<file path="config.mk">
export PLATFORM = sky130hd
export DESIGN_NAME = ict_ctrl
export DESIGN_NICKNAME = d
export VERILOG_FILES = /design/src/design/ict_pkg.sv /design/src/design/ict_ctrl.sv
export VERILOG_INCLUDE_DIRS = /design/src /design/src/design
export SDC_FILE = /design/constraint.sdc
export NUM_CORES = 1
export LEC_CHECK = 0
export BUFFER_PORTS_ARGS = -buffer_cell sky130_fd_sc_hd__clkbuf_2
export CORE_AREA = 2 2 117 119
export CTS_CLUSTER_DIAMETER = 80
export DETAILED_ROUTE_END_ITERATION = 6
export DIE_AREA = 0 0 119 121
export SYNTH_ARGS = -nofsm -noshare
export SYNTH_HDL_FRONTEND = slang
export SYNTH_SLANG_ARGS = --single-unit
</file>
<file path="constraint.sdc">
create_clock -name CLK -period 4 [get_ports CLK]
set_input_delay 0.8 -clock CLK [delete_from_list [all_inputs] [get_ports CLK]]
set_output_delay 0.8 -clock CLK [all_outputs]
set_load 0.005 [all_outputs]
</file>
<file path="src/design/ict_defs.svh">
// Holds the offsets, bit positions, reset values and status codes of the
// two-wire serial control and time-out block.
// Assumes it is included by bare name wherever these names are needed.
`ifndef ICT_DEFS_SVH
`define ICT_DEFS_SVH

// ****************************************************************
// Register offsets
// ****************************************************************
`define ICT_OFS_TOC 8'hBF
`define ICT_OFS_CON 8'hC0
`define ICT_OFS_STAT 8'hBD

// ****************************************************************
// Reset values
// ****************************************************************
`define ICT_TOC_RST 8'h09
`define ICT_CON_RST 8'h00

// ****************************************************************
// Field positions
// ****************************************************************
`define ICT_TOC_EN 2
`define ICT_TOC_DIV 1
`define ICT_TOC_FLAG 0
`define ICT_CON_EN 6
`define ICT_CON_STA 5
`define ICT_CON_STO 4
`define ICT_CON_SI 3
`define ICT_CON_AA 2
`define ICT_CON_PX 0

// ****************************************************************
// Status codes and counts
// ****************************************************************
`define ICT_ST_BUSERR 5'h00
`define ICT_ST_START 5'h01
`define ICT_ST_RSTART 5'h02
`define ICT_ST_TX_ACK 5'h05
`define ICT_ST_TX_NACK 5'h06
`define ICT_ST_ARB_LOST 5'h07
`define ICT_ST_RX_ACK 5'h0A
`define ICT_ST_RX_NACK 5'h0B
`define ICT_ST_IDLE 5'h1F
`define ICT_TO_W 14
`define ICT_PRE_LAST 2'h3
`define ICT_ACK_BIT 4'h8
`define ICT_Q_HIGH 2'h1
`define ICT_Q_SAMPLE 2'h2
`define ICT_Q_LAST 2'h3

`endif

</file>
<file path="src/design/ict_pkg.sv">
// Holds the types of the two-wire serial control and time-out block.
// Assumes nothing beyond a SystemVerilog compiler.
package ict_pkg;

   typedef enum logic [4:0] {
      ICT_IDLE = 5'h01,
      ICT_START = 5'h02,
      ICT_SHIFT = 5'h04,
      ICT_HOLD = 5'h08,
      ICT_STOP = 5'h10
   } ict_state_t;

   typedef struct packed {
      logic scl;
      logic sda;
   } ict_lines_t;

endpackage

</file>
<file path="src/design/ict_ctrl.sv">
// Holds the control and time-out logic of an on-chip two-wire serial
// controller: registers, condition generator, byte engine, time-out.
// Assumes a byte-wide register port on CLK and open-drain pads outside.
//
// Behaviour
// RULE1: Time-out counter runs only when enabled.
// RULE2: Time-out clock is system clock over 1 or 4.
// RULE3: Counter overflow sets sticky time-out flag.
// RULE4: Bus interface operates only while enabled.
// RULE5: Software sets pin latches high before enabling.
// RULE6: Start request waits for free bus.
// RULE7: Start request after a byte gives repeated start.
// RULE8: Start request cleared only by software.
// RULE9: Stop request sends stop, cleared on detection.
// RULE10: Stop request in bus error just recovers.
// RULE11: Both requests as master: stop then start.
// RULE12: Slave software avoids both requests together.
// RULE13: Meaningful state entry sets the event flag.
// RULE14: Only software clears the event flag.
// RULE15: Event flag set holds clock line low. Code releases it when bus error or lost arbitration sets the flag.
// RULE16: After flag clear, continue per control bits.
// RULE17: Ack assert bit chooses ACK or NACK.
// RULE18: Pin select switches pin pair at once.
// RULE19: Status code in upper five bits.
// RULE20: Counter clears when disabled or flag cleared.
// RULE21: Software writes flag; overflow wins.
`timescale 1ns/10ps

module ict_ctrl
   import ict_pkg::*;
(
   input wire logic CLK,
   input wire logic RESET,
   input wire logic [7:0] ADDR,
   input wire logic [7:0] WDATA,
   input wire logic WR,
   input wire logic RD,
   output logic [7:0] RDATA,
   input wire logic [7:0] BIT_RATE,
   input wire logic [7:0] TX_DATA,
   input wire logic XFER_RECEIVE,
   output logic [7:0] RX_DATA,
   input wire logic SCL0_I,
   output logic SCL0_O,
   output logic SCL0_OE_N,
   input wire logic SDA0_I,
   output logic SDA0_O,
   output logic SDA0_OE_N,
   input wire logic SCL1_I,
   output logic SCL1_O,
   output logic SCL1_OE_N,
   input wire logic SDA1_I,
   output logic SDA1_O,
   output logic SDA1_OE_N
);

`include "ict_defs.svh"

   // ****************************************************************
   // Register decode
   // ****************************************************************
   wire logic wr_toc = WR & (ADDR == `ICT_OFS_TOC);
   wire logic wr_con = WR & (ADDR == `ICT_OFS_CON);
   logic [7:0] toc_r;
   logic [7:0] con_r;
   logic [4:0] code_r;
   logic [7:0] rdata_r;
   wire logic to_en = toc_r[`ICT_TOC_EN];
   wire logic bus_en = con_r[`ICT_CON_EN];
   wire logic begin_condition_request = con_r[`ICT_CON_STA]; // RULE8
   wire logic halt_condition_request = con_r[`ICT_CON_STO];
   wire logic si = con_r[`ICT_CON_SI];
   wire logic aa = con_r[`ICT_CON_AA];
   wire logic px = con_r[`ICT_CON_PX];
   wire logic [7:0] stat_rd = {code_r, 3'h0}; // RULE19
   wire logic [7:0] toc_rd = {5'h00, toc_r[2:0]};
   wire logic [7:0] con_rd = {1'b0, con_r[6:2], 1'b0, con_r[0]};
   wire logic [7:0] rd_sel = (ADDR == `ICT_OFS_TOC) ? toc_rd :
      (ADDR == `ICT_OFS_CON) ? con_rd :
      (ADDR == `ICT_OFS_STAT) ? stat_rd : 8'h00;
   wire logic si_sw_clr = wr_con & ~WDATA[`ICT_CON_SI] & si;

   // ****************************************************************
   // Pin synchronisers and pair selection
   // ****************************************************************
   ict_lines_t p0_s1_r, p0_s2_r, p1_s1_r, p1_s2_r;
   ict_lines_t prev_r;
   wire ict_lines_t lines = px ? p1_s2_r : p0_s2_r; // RULE18
   wire logic start_seen = prev_r.scl & lines.scl & prev_r.sda & ~lines.sda;
   wire logic stop_seen = prev_r.scl & lines.scl & ~prev_r.sda & lines.sda;

   always_ff @(posedge CLK or posedge RESET) begin
      if (RESET) begin
         p0_s1_r <= 2'h3;
         p0_s2_r <= 2'h3;
         p1_s1_r <= 2'h3;
         p1_s2_r <= 2'h3;
         prev_r <= 2'h3;
      end else begin
         p0_s1_r <= {SCL0_I, SDA0_I};
         p0_s2_r <= p0_s1_r;
         p1_s1_r <= {SCL1_I, SDA1_I};
         p1_s2_r <= p1_s1_r;
         prev_r <= lines;
      end
   end

   // ****************************************************************
   // Pin drive
   // ****************************************************************
   logic scl_low_r;
   logic sda_low_r;
   wire logic scl_low = bus_en & scl_low_r;
   wire logic sda_low = bus_en & sda_low_r;
   assign SCL0_O = 1'b0;
   assign SDA0_O = 1'b0;
   assign SCL1_O = 1'b0;
   assign SDA1_O = 1'b0;
   assign SCL0_OE_N = ~(scl_low & ~px); // RULE18
   assign SDA0_OE_N = ~(sda_low & ~px);
   assign SCL1_OE_N = ~(scl_low & px);
   assign SDA1_OE_N = ~(sda_low & px);

   // ****************************************************************
   // Quarter bit timing
   // ****************************************************************
   logic [7:0] qdiv_r;
   logic [1:0] q_r;
   wire logic tick = (qdiv_r == 8'h00);
   // The clock is released in q1, so q2 waits for it to read high.
   wire logic scl_wait = (q_r == `ICT_Q_SAMPLE) & ~lines.scl;
   wire logic adv = tick & ~scl_wait;
   wire logic q_last = adv & (q_r == `ICT_Q_LAST);

   always_ff @(posedge CLK or posedge RESET) begin
      if (RESET) begin
         qdiv_r <= 8'h00;
      end else begin
         qdiv_r <= tick ? BIT_RATE : qdiv_r - 8'h01;
      end
   end

   // ****************************************************************
   // Condition generator and byte engine
   // ****************************************************************
   ict_state_t state_r, state_nxt;
   logic master_r, moved_r, bus_busy_r, rx_r, ack_in_r;
   logic [3:0] bit_r;
   logic [7:0] sh_r;
   logic si_set;
   logic [4:0] code_nxt;
   logic sto_hw_clr;
   wire logic bit_ack = (bit_r == `ICT_ACK_BIT);
   wire logic lost = (state_r == ICT_SHIFT) & adv & ~bit_ack & ~rx_r &
      (q_r == `ICT_Q_SAMPLE) & ~sda_low_r & ~lines.sda;
   wire logic bus_err = (state_r == ICT_SHIFT) & (start_seen | stop_seen);
   wire logic byte_done = (state_r == ICT_SHIFT) & q_last & bit_ack;
   wire logic go_start = bus_en & begin_condition_request & ~si & ~bus_busy_r; // RULE6

   always_comb begin
      state_nxt = state_r;
      si_set = 1'b0;
      code_nxt = code_r;
      sto_hw_clr = stop_seen; // RULE9
      unique case (state_r)
         ICT_IDLE: begin
            if (halt_condition_request & (code_r == `ICT_ST_BUSERR)) begin
               sto_hw_clr = 1'b1; // RULE10
               code_nxt = `ICT_ST_IDLE;
            end else if (go_start) begin
               state_nxt = ICT_START;
            end
         end
         ICT_START: begin
            if (q_last) begin
               state_nxt = ICT_HOLD;
               si_set = 1'b1; // RULE13
               code_nxt = moved_r ? `ICT_ST_RSTART : `ICT_ST_START; // RULE7
            end
         end
         ICT_SHIFT: begin
            if (bus_err) begin
               state_nxt = ICT_IDLE;
               si_set = 1'b1;
               code_nxt = `ICT_ST_BUSERR;
            end else if (lost) begin
               state_nxt = ICT_IDLE;
               si_set = 1'b1;
               code_nxt = `ICT_ST_ARB_LOST;
            end else if (byte_done) begin
               state_nxt = ICT_HOLD;
               si_set = 1'b1; // RULE13
               if (rx_r) begin
                  code_nxt = aa ? `ICT_ST_RX_ACK : `ICT_ST_RX_NACK;
               end else begin
                  code_nxt = ack_in_r ? `ICT_ST_TX_ACK : `ICT_ST_TX_NACK;
               end
            end
         end
         ICT_HOLD: begin
            if (~si) begin // RULE16
               if (halt_condition_request) begin
                  state_nxt = ICT_STOP; // RULE11
               end else if (begin_condition_request) begin
                  state_nxt = ICT_START; // RULE7
               end else begin
                  state_nxt = ICT_SHIFT;
               end
            end
         end
         ICT_STOP: begin
            if (q_last) begin
               state_nxt = ICT_IDLE;
               code_nxt = `ICT_ST_IDLE;
            end
         end
      endcase
      if (~bus_en) begin // RULE4
         state_nxt = ICT_IDLE;
         si_set = 1'b0;
         code_nxt = `ICT_ST_IDLE;
      end
   end

   always_ff @(posedge CLK or posedge RESET) begin
      if (RESET) begin
         state_r <= ICT_IDLE;
         code_r <= `ICT_ST_IDLE;
         bus_busy_r <= 1'b0;
      end else begin
         state_r <= state_nxt;
         code_r <= code_nxt;
         bus_busy_r <= bus_en & (start_seen | (bus_busy_r & ~stop_seen));
      end
   end

   // Bit sequencing: q0 sets data, q1 releases clock, q2 samples, q3 lowers.
   always_ff @(posedge CLK or posedge RESET) begin
      if (RESET) begin
         q_r <= 2'h0;
         scl_low_r <= 1'b0;
         sda_low_r <= 1'b0;
         master_r <= 1'b0;
         moved_r <= 1'b0;
         rx_r <= 1'b0;
         ack_in_r <= 1'b0;
         bit_r <= 4'h0;
         sh_r <= 8'h00;
         RX_DATA <= 8'h00;
      end else if (state_nxt == ICT_IDLE) begin
         q_r <= 2'h0;
         scl_low_r <= 1'b0;
         sda_low_r <= 1'b0;
         master_r <= 1'b0;
         moved_r <= 1'b0;
      end else if (state_r == ICT_HOLD || state_r == ICT_IDLE) begin
         q_r <= 2'h0;
         scl_low_r <= master_r; // RULE15
         bit_r <= 4'h0;
         sh_r <= TX_DATA;
         rx_r <= XFER_RECEIVE;
      end else if (adv) begin
         q_r <= q_r + 2'h1;
         unique case (q_r)
            2'h0: begin
               if (state_r == ICT_START) begin
                  sda_low_r <= 1'b0;
               end else if (state_r == ICT_STOP) begin
                  sda_low_r <= 1'b1;
               end else if (bit_ack) begin
                  sda_low_r <= rx_r & aa; // RULE17
               end else begin
                  sda_low_r <= ~rx_r & ~sh_r[7];
               end
            end
            2'h1: scl_low_r <= 1'b0;
            2'h2: begin
               if (state_r != ICT_SHIFT) begin
                  sda_low_r <= (state_r == ICT_START);
               end else if (bit_ack) begin
                  ack_in_r <= ~lines.sda;
               end else begin
                  sh_r <= {sh_r[6:0], lines.sda};
               end
            end
            2'h3: begin
               scl_low_r <= (state_r != ICT_STOP);
               master_r <= 1'b1;
               if (state_r == ICT_SHIFT) begin
                  bit_r <= bit_r + 4'h1;
               end
               if (byte_done) begin
                  moved_r <= 1'b1;
                  if (rx_r) begin
                     RX_DATA <= sh_r;
                  end
               end
            end
         endcase
      end
   end

   // ****************************************************************
   // Time-out counter
   // ****************************************************************
   logic [1:0] pre_r;
   logic [`ICT_TO_W-1:0] to_cnt_r;
   wire logic to_tick = toc_r[`ICT_TOC_DIV] ? (pre_r == `ICT_PRE_LAST) :
      1'b1; // RULE2
   wire logic to_clr = ~to_en | si_sw_clr; // RULE20
   wire logic to_ovf = to_en & to_tick & (&to_cnt_r); // RULE3

   always_ff @(posedge CLK or posedge RESET) begin
      if (RESET) begin
         pre_r <= 2'h0;
         to_cnt_r <= '0;
      end else if (to_clr) begin
         pre_r <= 2'h0;
         to_cnt_r <= '0;
      end else begin
         pre_r <= pre_r + 2'h1; // RULE1
         to_cnt_r <= to_tick ? to_cnt_r + 1'b1 : to_cnt_r;
      end
   end

   // ****************************************************************
   // Registers
   // ****************************************************************
   always_ff @(posedge CLK or posedge RESET) begin
      if (RESET) begin
         toc_r <= `ICT_TOC_RST;
         con_r <= `ICT_CON_RST;
         rdata_r <= 8'h00;
      end else begin
         rdata_r <= RD ? rd_sel : 8'h00;
         if (wr_toc) begin
            toc_r[2:1] <= WDATA[2:1];
         end
         toc_r[`ICT_TOC_FLAG] <= to_ovf |
            (wr_toc ? WDATA[`ICT_TOC_FLAG] : toc_r[`ICT_TOC_FLAG]); // RULE21
         if (wr_con) begin
            con_r <= {1'b0, WDATA[6:5], WDATA[4] | (halt_condition_request & ~sto_hw_clr),
               WDATA[3] | si_set, WDATA[2], 1'b0, WDATA[0]}; // RULE14
         end else begin
            con_r[`ICT_CON_STO] <= halt_condition_request & ~sto_hw_clr; // RULE9
            con_r[`ICT_CON_SI] <= si | si_set; // RULE13
         end
      end
   end

   assign RDATA = rdata_r;

endmodule

</file>
# After elaboration in Yosys (flattened, before gate mapping)
# Cells that the tools add are included.
# totals
input_bits	41
out_inout_bits	24
register_bits	90
elab_cells	231
# classes
eq_ne	25
n_mux	77
n_reduce_logical	26
addsub	5
bitwise_logic	67
# op_table
cell	count
$mux 5	17
$mux 8	10
$and 1x1->1	38
$mux 1	29
$mux 14	2
$pmux 5 s5	1
$eq 8x8->1 const B	3
$not 1->1	22
$mux 4	5
$pmux 5 s4	1
$mux 2	8
$reduce_bool 2->1	8
$add 14x1->14 const B	1
$reduce_and 14->1	1
$reduce_and 4->1	3
$reduce_and 6->1	2
$eq 5x1->1 const B	2
$ne 5x5->1 const B	2
$reduce_and 5->1	2
$ne 3x3->1 const B	3
$logic_not 8->1	1
$sub 8x1->8 const B	1
$or 1x1->1	7
$eq 2x2->1 const B	3
other kinds (22)	28

# Longest topological paths before layout
# Gate-level depths: netlist (run 1).
# logic_depth
word_depth	18
depth_mapped	11
mapped_depth_nobuf	9

# Least setup slack after synthesis (run 1)
# Ideal clock, no wire load.
# synth_path
path_kind	input -> register
startpoint	input ADDR[2]
endpoint	register to_cnt_r[0]
path_buffers	1
path_slack_ns	1.125
setup_time_ns	0.132
stages	6
arrival_ns	2.743
required_ns	3.868
cell_sequence	or4_1 nor4_2 nand2_1 o21ai_1 clkbuf_1 nor2_1
# synth_between
elab_chain_len	6
word_cells_on_any_way	7
cone_classes	eq/ne (1); mux (1); bitwise (4); reduce/logical (1)
# synth_lines
item	line_no	rtl
from (decl)	ict_ctrl.sv:34	input wire logic [7:0] ADDR,
$eq 8x8->1 (no line) *	-	
$and 1x1->1 *	ict_ctrl.sv:63	wire logic wr_con = WR & (ADDR == `ICT_OFS_CON);
$and 1x1->1 * (2 in series)	ict_ctrl.sv:81	wire logic si_sw_clr = wr_con & ~WDATA[`ICT_CON_SI] & si;
$or 1x1->1 *	ict_ctrl.sv:310	wire logic to_clr = ~to_en | si_sw_clr;
$mux 14 or $reduce_bool 2->1 (tied branches)	-	
to (signal assigned)	ict_ctrl.sv:322	to_cnt_r <= to_tick ? to_cnt_r + 1'b1 : to_cnt_r;
to (decl)	ict_ctrl.sv:307	logic [`ICT_TO_W-1:0] to_cnt_r;
# Every way passes the cells marked *; elsewhere a longest branch is shown, timed or not.
# A chain may end at the register's enable or synchronous reset.

# Worst setup path in the final report (run 1)
# layout_path
startpoint	register qdiv_r[0]
endpoint	register sh_r[1]
# layout_between
elab_chain_len	15
word_cells_on_any_way	22
cone_classes	eq/ne (1); mux (7); bitwise (11); reduce/logical (3)
# layout_lines
item	line_no	rtl
from (decl)	ict_ctrl.sv:127	logic [7:0] qdiv_r;
from (signal assigned)	ict_ctrl.sv:139	qdiv_r <= tick ? BIT_RATE : qdiv_r - 8'h01;
$logic_not 8->1 *	ict_ctrl.sv:129	wire logic tick = (qdiv_r == 8'h00);
$and 1x1->1 *	ict_ctrl.sv:132	wire logic adv = tick & ~scl_wait;
$and 1x1->1 (6 in series)	ict_ctrl.sv:154	wire logic lost = (state_r == ICT_SHIFT) & adv & ~bit_ack & ~rx_r &
$mux 5	ict_ctrl.sv:186	end else if (lost) begin
$mux 5	ict_ctrl.sv:182	if (bus_err) begin
$pmux 5 s5	ict_ctrl.sv:165	unique case (state_r)
$mux 5	ict_ctrl.sv:218	if (~bus_en) begin
$eq 5x1->1	ict_ctrl.sv:250	end else if (state_nxt == ICT_IDLE) begin
$not 1->1 (no line)	-	
$reduce_and 5->1 (no line) *	-	
to (signal assigned)	ict_ctrl.sv:283	sh_r <= {sh_r[6:0], lines.sda};
to (decl)	ict_ctrl.sv:149	logic [7:0] sh_r;
# Marked as above.

==> impl_metrics.tcl, run 1 <==
set metrics [dict create \
    outcome "completed" \
    critPathKind "reg2reg" \
    synth.distinct_cells 67 \
    fin_hold_ws_ns 0.351 \
    maxSlewHeadroom 0.587 \
    grt_max_degree 38 \
    dr.pass1.iters 4 \
    ys_seq_area_frac 0.501 \
    grt_busiest_layer "met2" \
    yosys_warnings 0 \
    antenna_found_initial 0 \
    layout-drive-gt1-share 0.253 \
    first_iter_violations 177 \
    placed_area_mm2 0.00501 \
    fin_crit_sh 0.836 \
    p_per_area_mw_per_mm2 404 \
    post_drt_wl_per_cell_um 14.8 \
    ant_nets 0 \
    synth_area_leader_cell "dfrtp_1" \
    worst-path-max-fanout 10 \
    met2_usage 0.230 \
    p_leak_nw 2.40 \
    path_cells "inv_1 -> ha_1 -> nor3b_1 -> nand2_1 -> nor3_1 -> o31ai_1 -> o21ai_2 -> a32oi_2 -> o2bb2a_1" \
    startpoint_type "flop" \
    cts_sinks 90 \
    cp-end-kind "flop" \
    root_buffer "clkbuf_16" \
    drv_cap 0 \
    synth_common_cells "dfrtp_1 (73), nor2_1 (45), nand2_1 (31), inv_1 (20)" \
    skew_ns 0.00697 \
    final_nets 547 \
    clk_latency_ns 0.34 \
    ir_drop_mv 0.212 \
    cts_buffer_depth 2 \
    ctsHoldBuffers 0 \
    hold_viol_final 0 \
    cpPeakStageDelay_ns 0.53 \
    synth_ff_type "dfrtp_1" \
    vias 3473 \
    die_h_um 121 \
    slew_violations 0 \
    fill_cells 1248 \
    timing.setup.tns_ns 0 \
    hpwlAfterDp_mm 7.37 \
    gp_congestion 0.869 \
    die_area_mm2 0.0144 \
    hold_path_depth 0 \
    fin_cells 678 \
    postCtsSetupRepairBufs 0 \
    async_flop_share 1.00 \
    yosysMostFrequentCell "dfrtp_1" \
    cts_resized 0 \
    design_area_mm2 0.00533 \
    synthCells 438 \
    grt_pass1_vias 3467 \
    max_freq_mhz 299 \
    r2r_cells 9 \
    tightest_slew_ns 0.620 \
    track_usage 0.149 \
    chipWidth_um 119 \
    synth_area_leaders "dfrtp_1 (40%), dfstp_2 (9.9%), mux2_2 (4.2%), nor2_1 (3.7%), nand2_1 (2.6%)" \
    start_util 0.347 \
    placed_cells 662 \
    syn_area_per_cell_um2 10.4 \
    overflow 0 \
    drt_wl_total_mm 10.0 \
    hold_path.class "reg2reg" \
    ys_ff_latch 90 \
    port_buffers 59 \
    route.detailed.drc 0 \
    viasPerCell 5.12 \
    use_met3 0.0249 \
    period_minus_slack_ns 3.35 \
    num_rows 42 \
    rsz0062_at_grt "false" \
    synth.cell_area_mm2 0.00453 \
    grtUsageMet1 0.209 \
    synth_top_area_frac 0.403 \
    grt_pass1_wl_mm 17.3 \
    cts-buffers-inserted 9 \
    num_antenna_cells 0 \
    slowest_stage "nor3_1" \
    syn_to_final_growth_pct 17.5 \
    core-area_mm2 0.0131 \
    htree_levels 3 \
    synth-edff-count 0 \
    setup_violations 0 \
    cp.arrival_ns 3.57 \
    clk_pin_slew_ns 0.06 \
    cts_tree "built" \
    cp_data_required_time_ns 4.23 \
    pin_count 65 \
]
[report_power, final]
part	internal, mW	switching, mW	total [mW]
combinational	0.104	0.108	0.212
clock	0.547	0.355	0.902
sequential	0.975	0.0640	1.04
total	1.63	0.527	2.15
[critical path, delay by kind of cell, from the launching register on]
kind	cells	cell delay, ns
AND/OR/NAND/NOR	3	1.04
adder cells (fa/ha/maj)	1	0.25
flip-flops	1	0.41
AO/OA/AOI/OAI	4	1.45
buffers and inverters	1	0.07
[state kept, by name (all words and copies together) (netlist names), 2 cells and up]
| signal | count |
|---|---|
| toc_r | 2 |
| state_r | 5 |
| to_cnt_r | 14 |
| code_r | 5 |
| p1_s2_r | 2 |
| p0_s1_r | 2 |
| p1_s1_r | 2 |
| sh_r | 8 |
| pre_r | 2 |
| RX_DATA | 8 |
| RDATA | 8 |
| p0_s2_r | 2 |
| bit_r | 4 |
| qdiv_r | 8 |
| prev_r | 2 |
| q_r | 2 |
| con_r | 6 |
[cell usage in the layout, fill, tap and decap left out, types with 9 or more instances in the layout]
cell type / synthesis / layout
nand3_1: 12 / 12
dfrtp_1: 73 / 73
xnor2_1: 10 / 10
and3_1: 9 / 9
inv_1: 20 / 19
o21ai_0: 9 / 9
nand2_1: 31 / 31
ha_1: 9 / 9
clkbuf_16: 0 / 9
dfstp_2: 17 / 17
nor2b_1: 11 / 11
nor2_1: 45 / 45
o22ai_1: 11 / 11
clkbuf_2: 0 / 59
mux2_2: 17 / 17
nor3_1: 15 / 15
a31oi_1: 10 / 10
a21oi_1: 11 / 11
[area by class of cell]
type / count / area, µm² / area share
clock buffers: 9 / 225 / 0.0423
clock inverters: 7 / 92.6 / 0.0174
inverters: 20 / 76.3 / 0.0143
multi-input cells: 310 / 2090 / 0.393
flip-flops and latches: 90 / 2270 / 0.427
well taps: 176 / 220 / 0.0413
repair buffers: 66 / 348 / 0.0653
[logic make-up after synthesis]
family,after synthesis,synth area share
adders and majority gates,9,0.0248
other,1,0.000827
DFF,90,0.501
and+or+nand+nor,161,0.187
xor gates and xnor gates,18,0.0348
muxes,25,0.0602
AOI/OAI and AO/OA,93,0.151
buffers and inverters,41,0.0400
[final timing paths]
path | end | slack [ns] | from
hold reg to reg | p0_s2_r[1] | 0.35 | p0_s1_r[1]
max in group asynchronous | state_r[0] | 2.66 | RESET
setup reg to reg | sh_r[1] | 0.65 | qdiv_r[0]
hold / removal | p0_s2_r[1] | 0.35 | p0_s1_r[1]
setup / recovery | sh_r[1] | 0.65 | qdiv_r[0]
min in group asynchronous | rx_r | 0.46 | RESET
[metrics by stage]
stage / worst slack (ns) / utilization / power, mW
final: 0.654 / 0.407 / 2.15
after global routing: 0.372 / 0.407 / 2.25
after CTS: 0.668 / 0.407 / 2.18
after detailed placement: 0.680 / 0.383 / 1.27
after global placement: 0.749 / 0.383 / 1.26
after floorplan: 0.893 / - / 1.20
[metal layers]
layer,share of wire,wire length (µm)
met1,0.48,4760
met2,0.47,4710
met3,0.039,390
met4,0.015,146
met5,0,0
(Power assumes the default switching activity.)
==> inputs of run 2 (changes only) <==
clock period = 3 ns   (was 4 ns; I/O delays follow)
==> run 2 against run 1 <==
Via count grew 3.9%. Highest routed layer unchanged. Hold slack lost 0.055 ns. Setup slack lost 0.59 ns. Largest power group unchanged. Fmax grew 14%. Die area is the same.
==> impl_metrics.tcl, run 2 (synthesized netlist as in run 1, its figures left out) <==
set metrics [dict create \
    cp-end-kind "flop" \
    total_power_mw 2.88 \
    viasPerCell 5.10 \
    fin_crit_sh 0.979 \
    overflow 0 \
    cp_data_required_time_ns 3.23 \
    cpPeakStageDelay_ns 0.44 \
    antenna_found_initial 0 \
    setup_ws_ns 0.0631 \
    ir_drop_mv 0.222 \
    path_cells "or3b_1 -> or4_4 -> or3b_1 -> a31oi_2 -> o21ai_4 -> a31oi_4 -> mux2_2" \
    tightest_slew_ns 0.644 \
    timing.rr.start "state_r[3]" \
    hold_path.class "in2async" \
    vias 3610 \
    fin_hold_ws_ns 0.296 \
    layout_common_cells "dfrtp_1 (73), clkbuf_2 (59), nor2_1 (45)" \
    maxSlewHeadroom 0.571 \
    dp_slack_ns 0.0267 \
    largest_reg_flops 14 \
    startpoint_type "flop" \
    hpwlAfterDp_mm 7.64 \
    syn_to_final_growth_pct 24.7 \
    max_freq_mhz 340 \
    reg2reg_to "RX_DATA[2]" \
    critPathKind "reg2reg" \
    worst-path-max-fanout 8 \
    port_buffers 59 \
    ctsHoldBuffers 0 \
    fin_cells 708 \
    hold_viol_final 0 \
    start_util 0.347 \
    post_drt_wl_per_cell_um 14.8 \
    drv_cap 0 \
    drt_wl_total_mm 10.4 \
    period_minus_slack_ns 2.94 \
    chipWidth_um 119 \
    r2r_slack_ns 0.06 \
    clk_pin_slew_ns 0.07 \
    p_leak_nw 2.58 \
    placed_area_mm2 0.00524 \
    pin_count 65 \
    root_buffer "clkbuf_16" \
    final_nets 577 \
    dr.pass1.iters 4 \
    cts_buffer_depth 2 \
    cp.arrival_ns 3.17 \
    placed_cells 690 \
    p_per_area_mw_per_mm2 510 \
    slew_violations 0 \
    num_rows 42 \
    timing.setup.tns_ns 0 \
    num_antenna_cells 0 \
    grt_pass1_vias 3621 \
    slowest_stage "or4_4" \
    gp_congestion 0.863 \
    cts_tree "built" \
    design_area_mm2 0.00565 \
    die_h_um 121 \
    crit_path_start "state_r[3]" \
    final_util 0.432 \
    die_area_mm2 0.0144 \
    largest_register "to_cnt_r" \
    clk_latency_ns 0.35 \
    cts_sinks 90 \
    route.detailed.drc 0 \
    skew_ns 0.00594 \
    ant_nets 0 \
    cp-endpoint "RX_DATA[2]" \
    grt_pass1_wl_mm 17.6 \
    htree_levels 3 \
    layout-drive-gt1-share 0.318 \
    setup_violations 0 \
    cts-buffers-inserted 9 \
    outcome "completed" \
    cp_common_cell "or3b_1" \
    core-area_mm2 0.0131 \
    grt_max_degree 57 \
    final_common_cell "dfrtp_1" \
    r2r_cells 7 \
    first_iter_violations 193 \
    track_usage 0.153 \
]
run 2: critical path, delay by kind of cell (launching register included):
family           cells  cell delay (ns)
AO/OA/AOI/OAI        3             0.77
flip-flops           1             0.43
multiplexers         1             0.38
AND/OR/NAND/NOR      3             1.24
run 2: how the worst min path moves through the flow:
stage                          start    endpoint  depth (start not counted)
after floorplan           p0_s1_r[0]  p0_s2_r[0]                          0
after global routing          SDA1_I  p1_s1_r[0]                          1
after CTS                      RESET  RX_DATA[0]                          2
after detailed placement  p0_s1_r[0]  p0_s2_r[0]                          0
final                          RESET  RX_DATA[0]                          2
after global placement    p0_s1_r[0]  p0_s2_r[0]                          0
run 2: layout make-up:
cell class | count | area, µm²
inverter | 20 | 76.3
tap | 176 | 220
clock buffer | 10 | 239
clock inverter | 6 | 72.6
multi-input combinational | 310 | 2170
fill | 1243 | 7430
timing repair buffer | 96 | 606
sequential | 90 | 2270
run 2: routing by layer:
layer,routed length (µm),part of all wire,vias up,global-route usage
met3,462,0.044,18,0.0277
li1,-,-,1762,-
met4,214,0.020,0,0.0722
met2,4950,0.47,84,0.246
met5,0,0,-,0
met1,4830,0.46,1746,0.200
run 2: timing repair:
| action | in CTS | in global routing |
|---|---|---|
| endpoints found under the setup margin | 1 | 22 |
| pin swaps | 0 | 6 |
| resized for setup | 1 | 18 |
| setup buffers | 0 | 2 |
run 2: power breakdown:
| group | switching (mW) | leakage (nW) | internal (mW) |
|---|---|---|---|
| clock | 0.499 | 0.152 | 0.679 |
| combinational | 0.163 | 1.25 | 0.160 |
| sequential | 0.0835 | 1.18 | 1.30 |
| total | 0.745 | 2.58 | 2.14 |
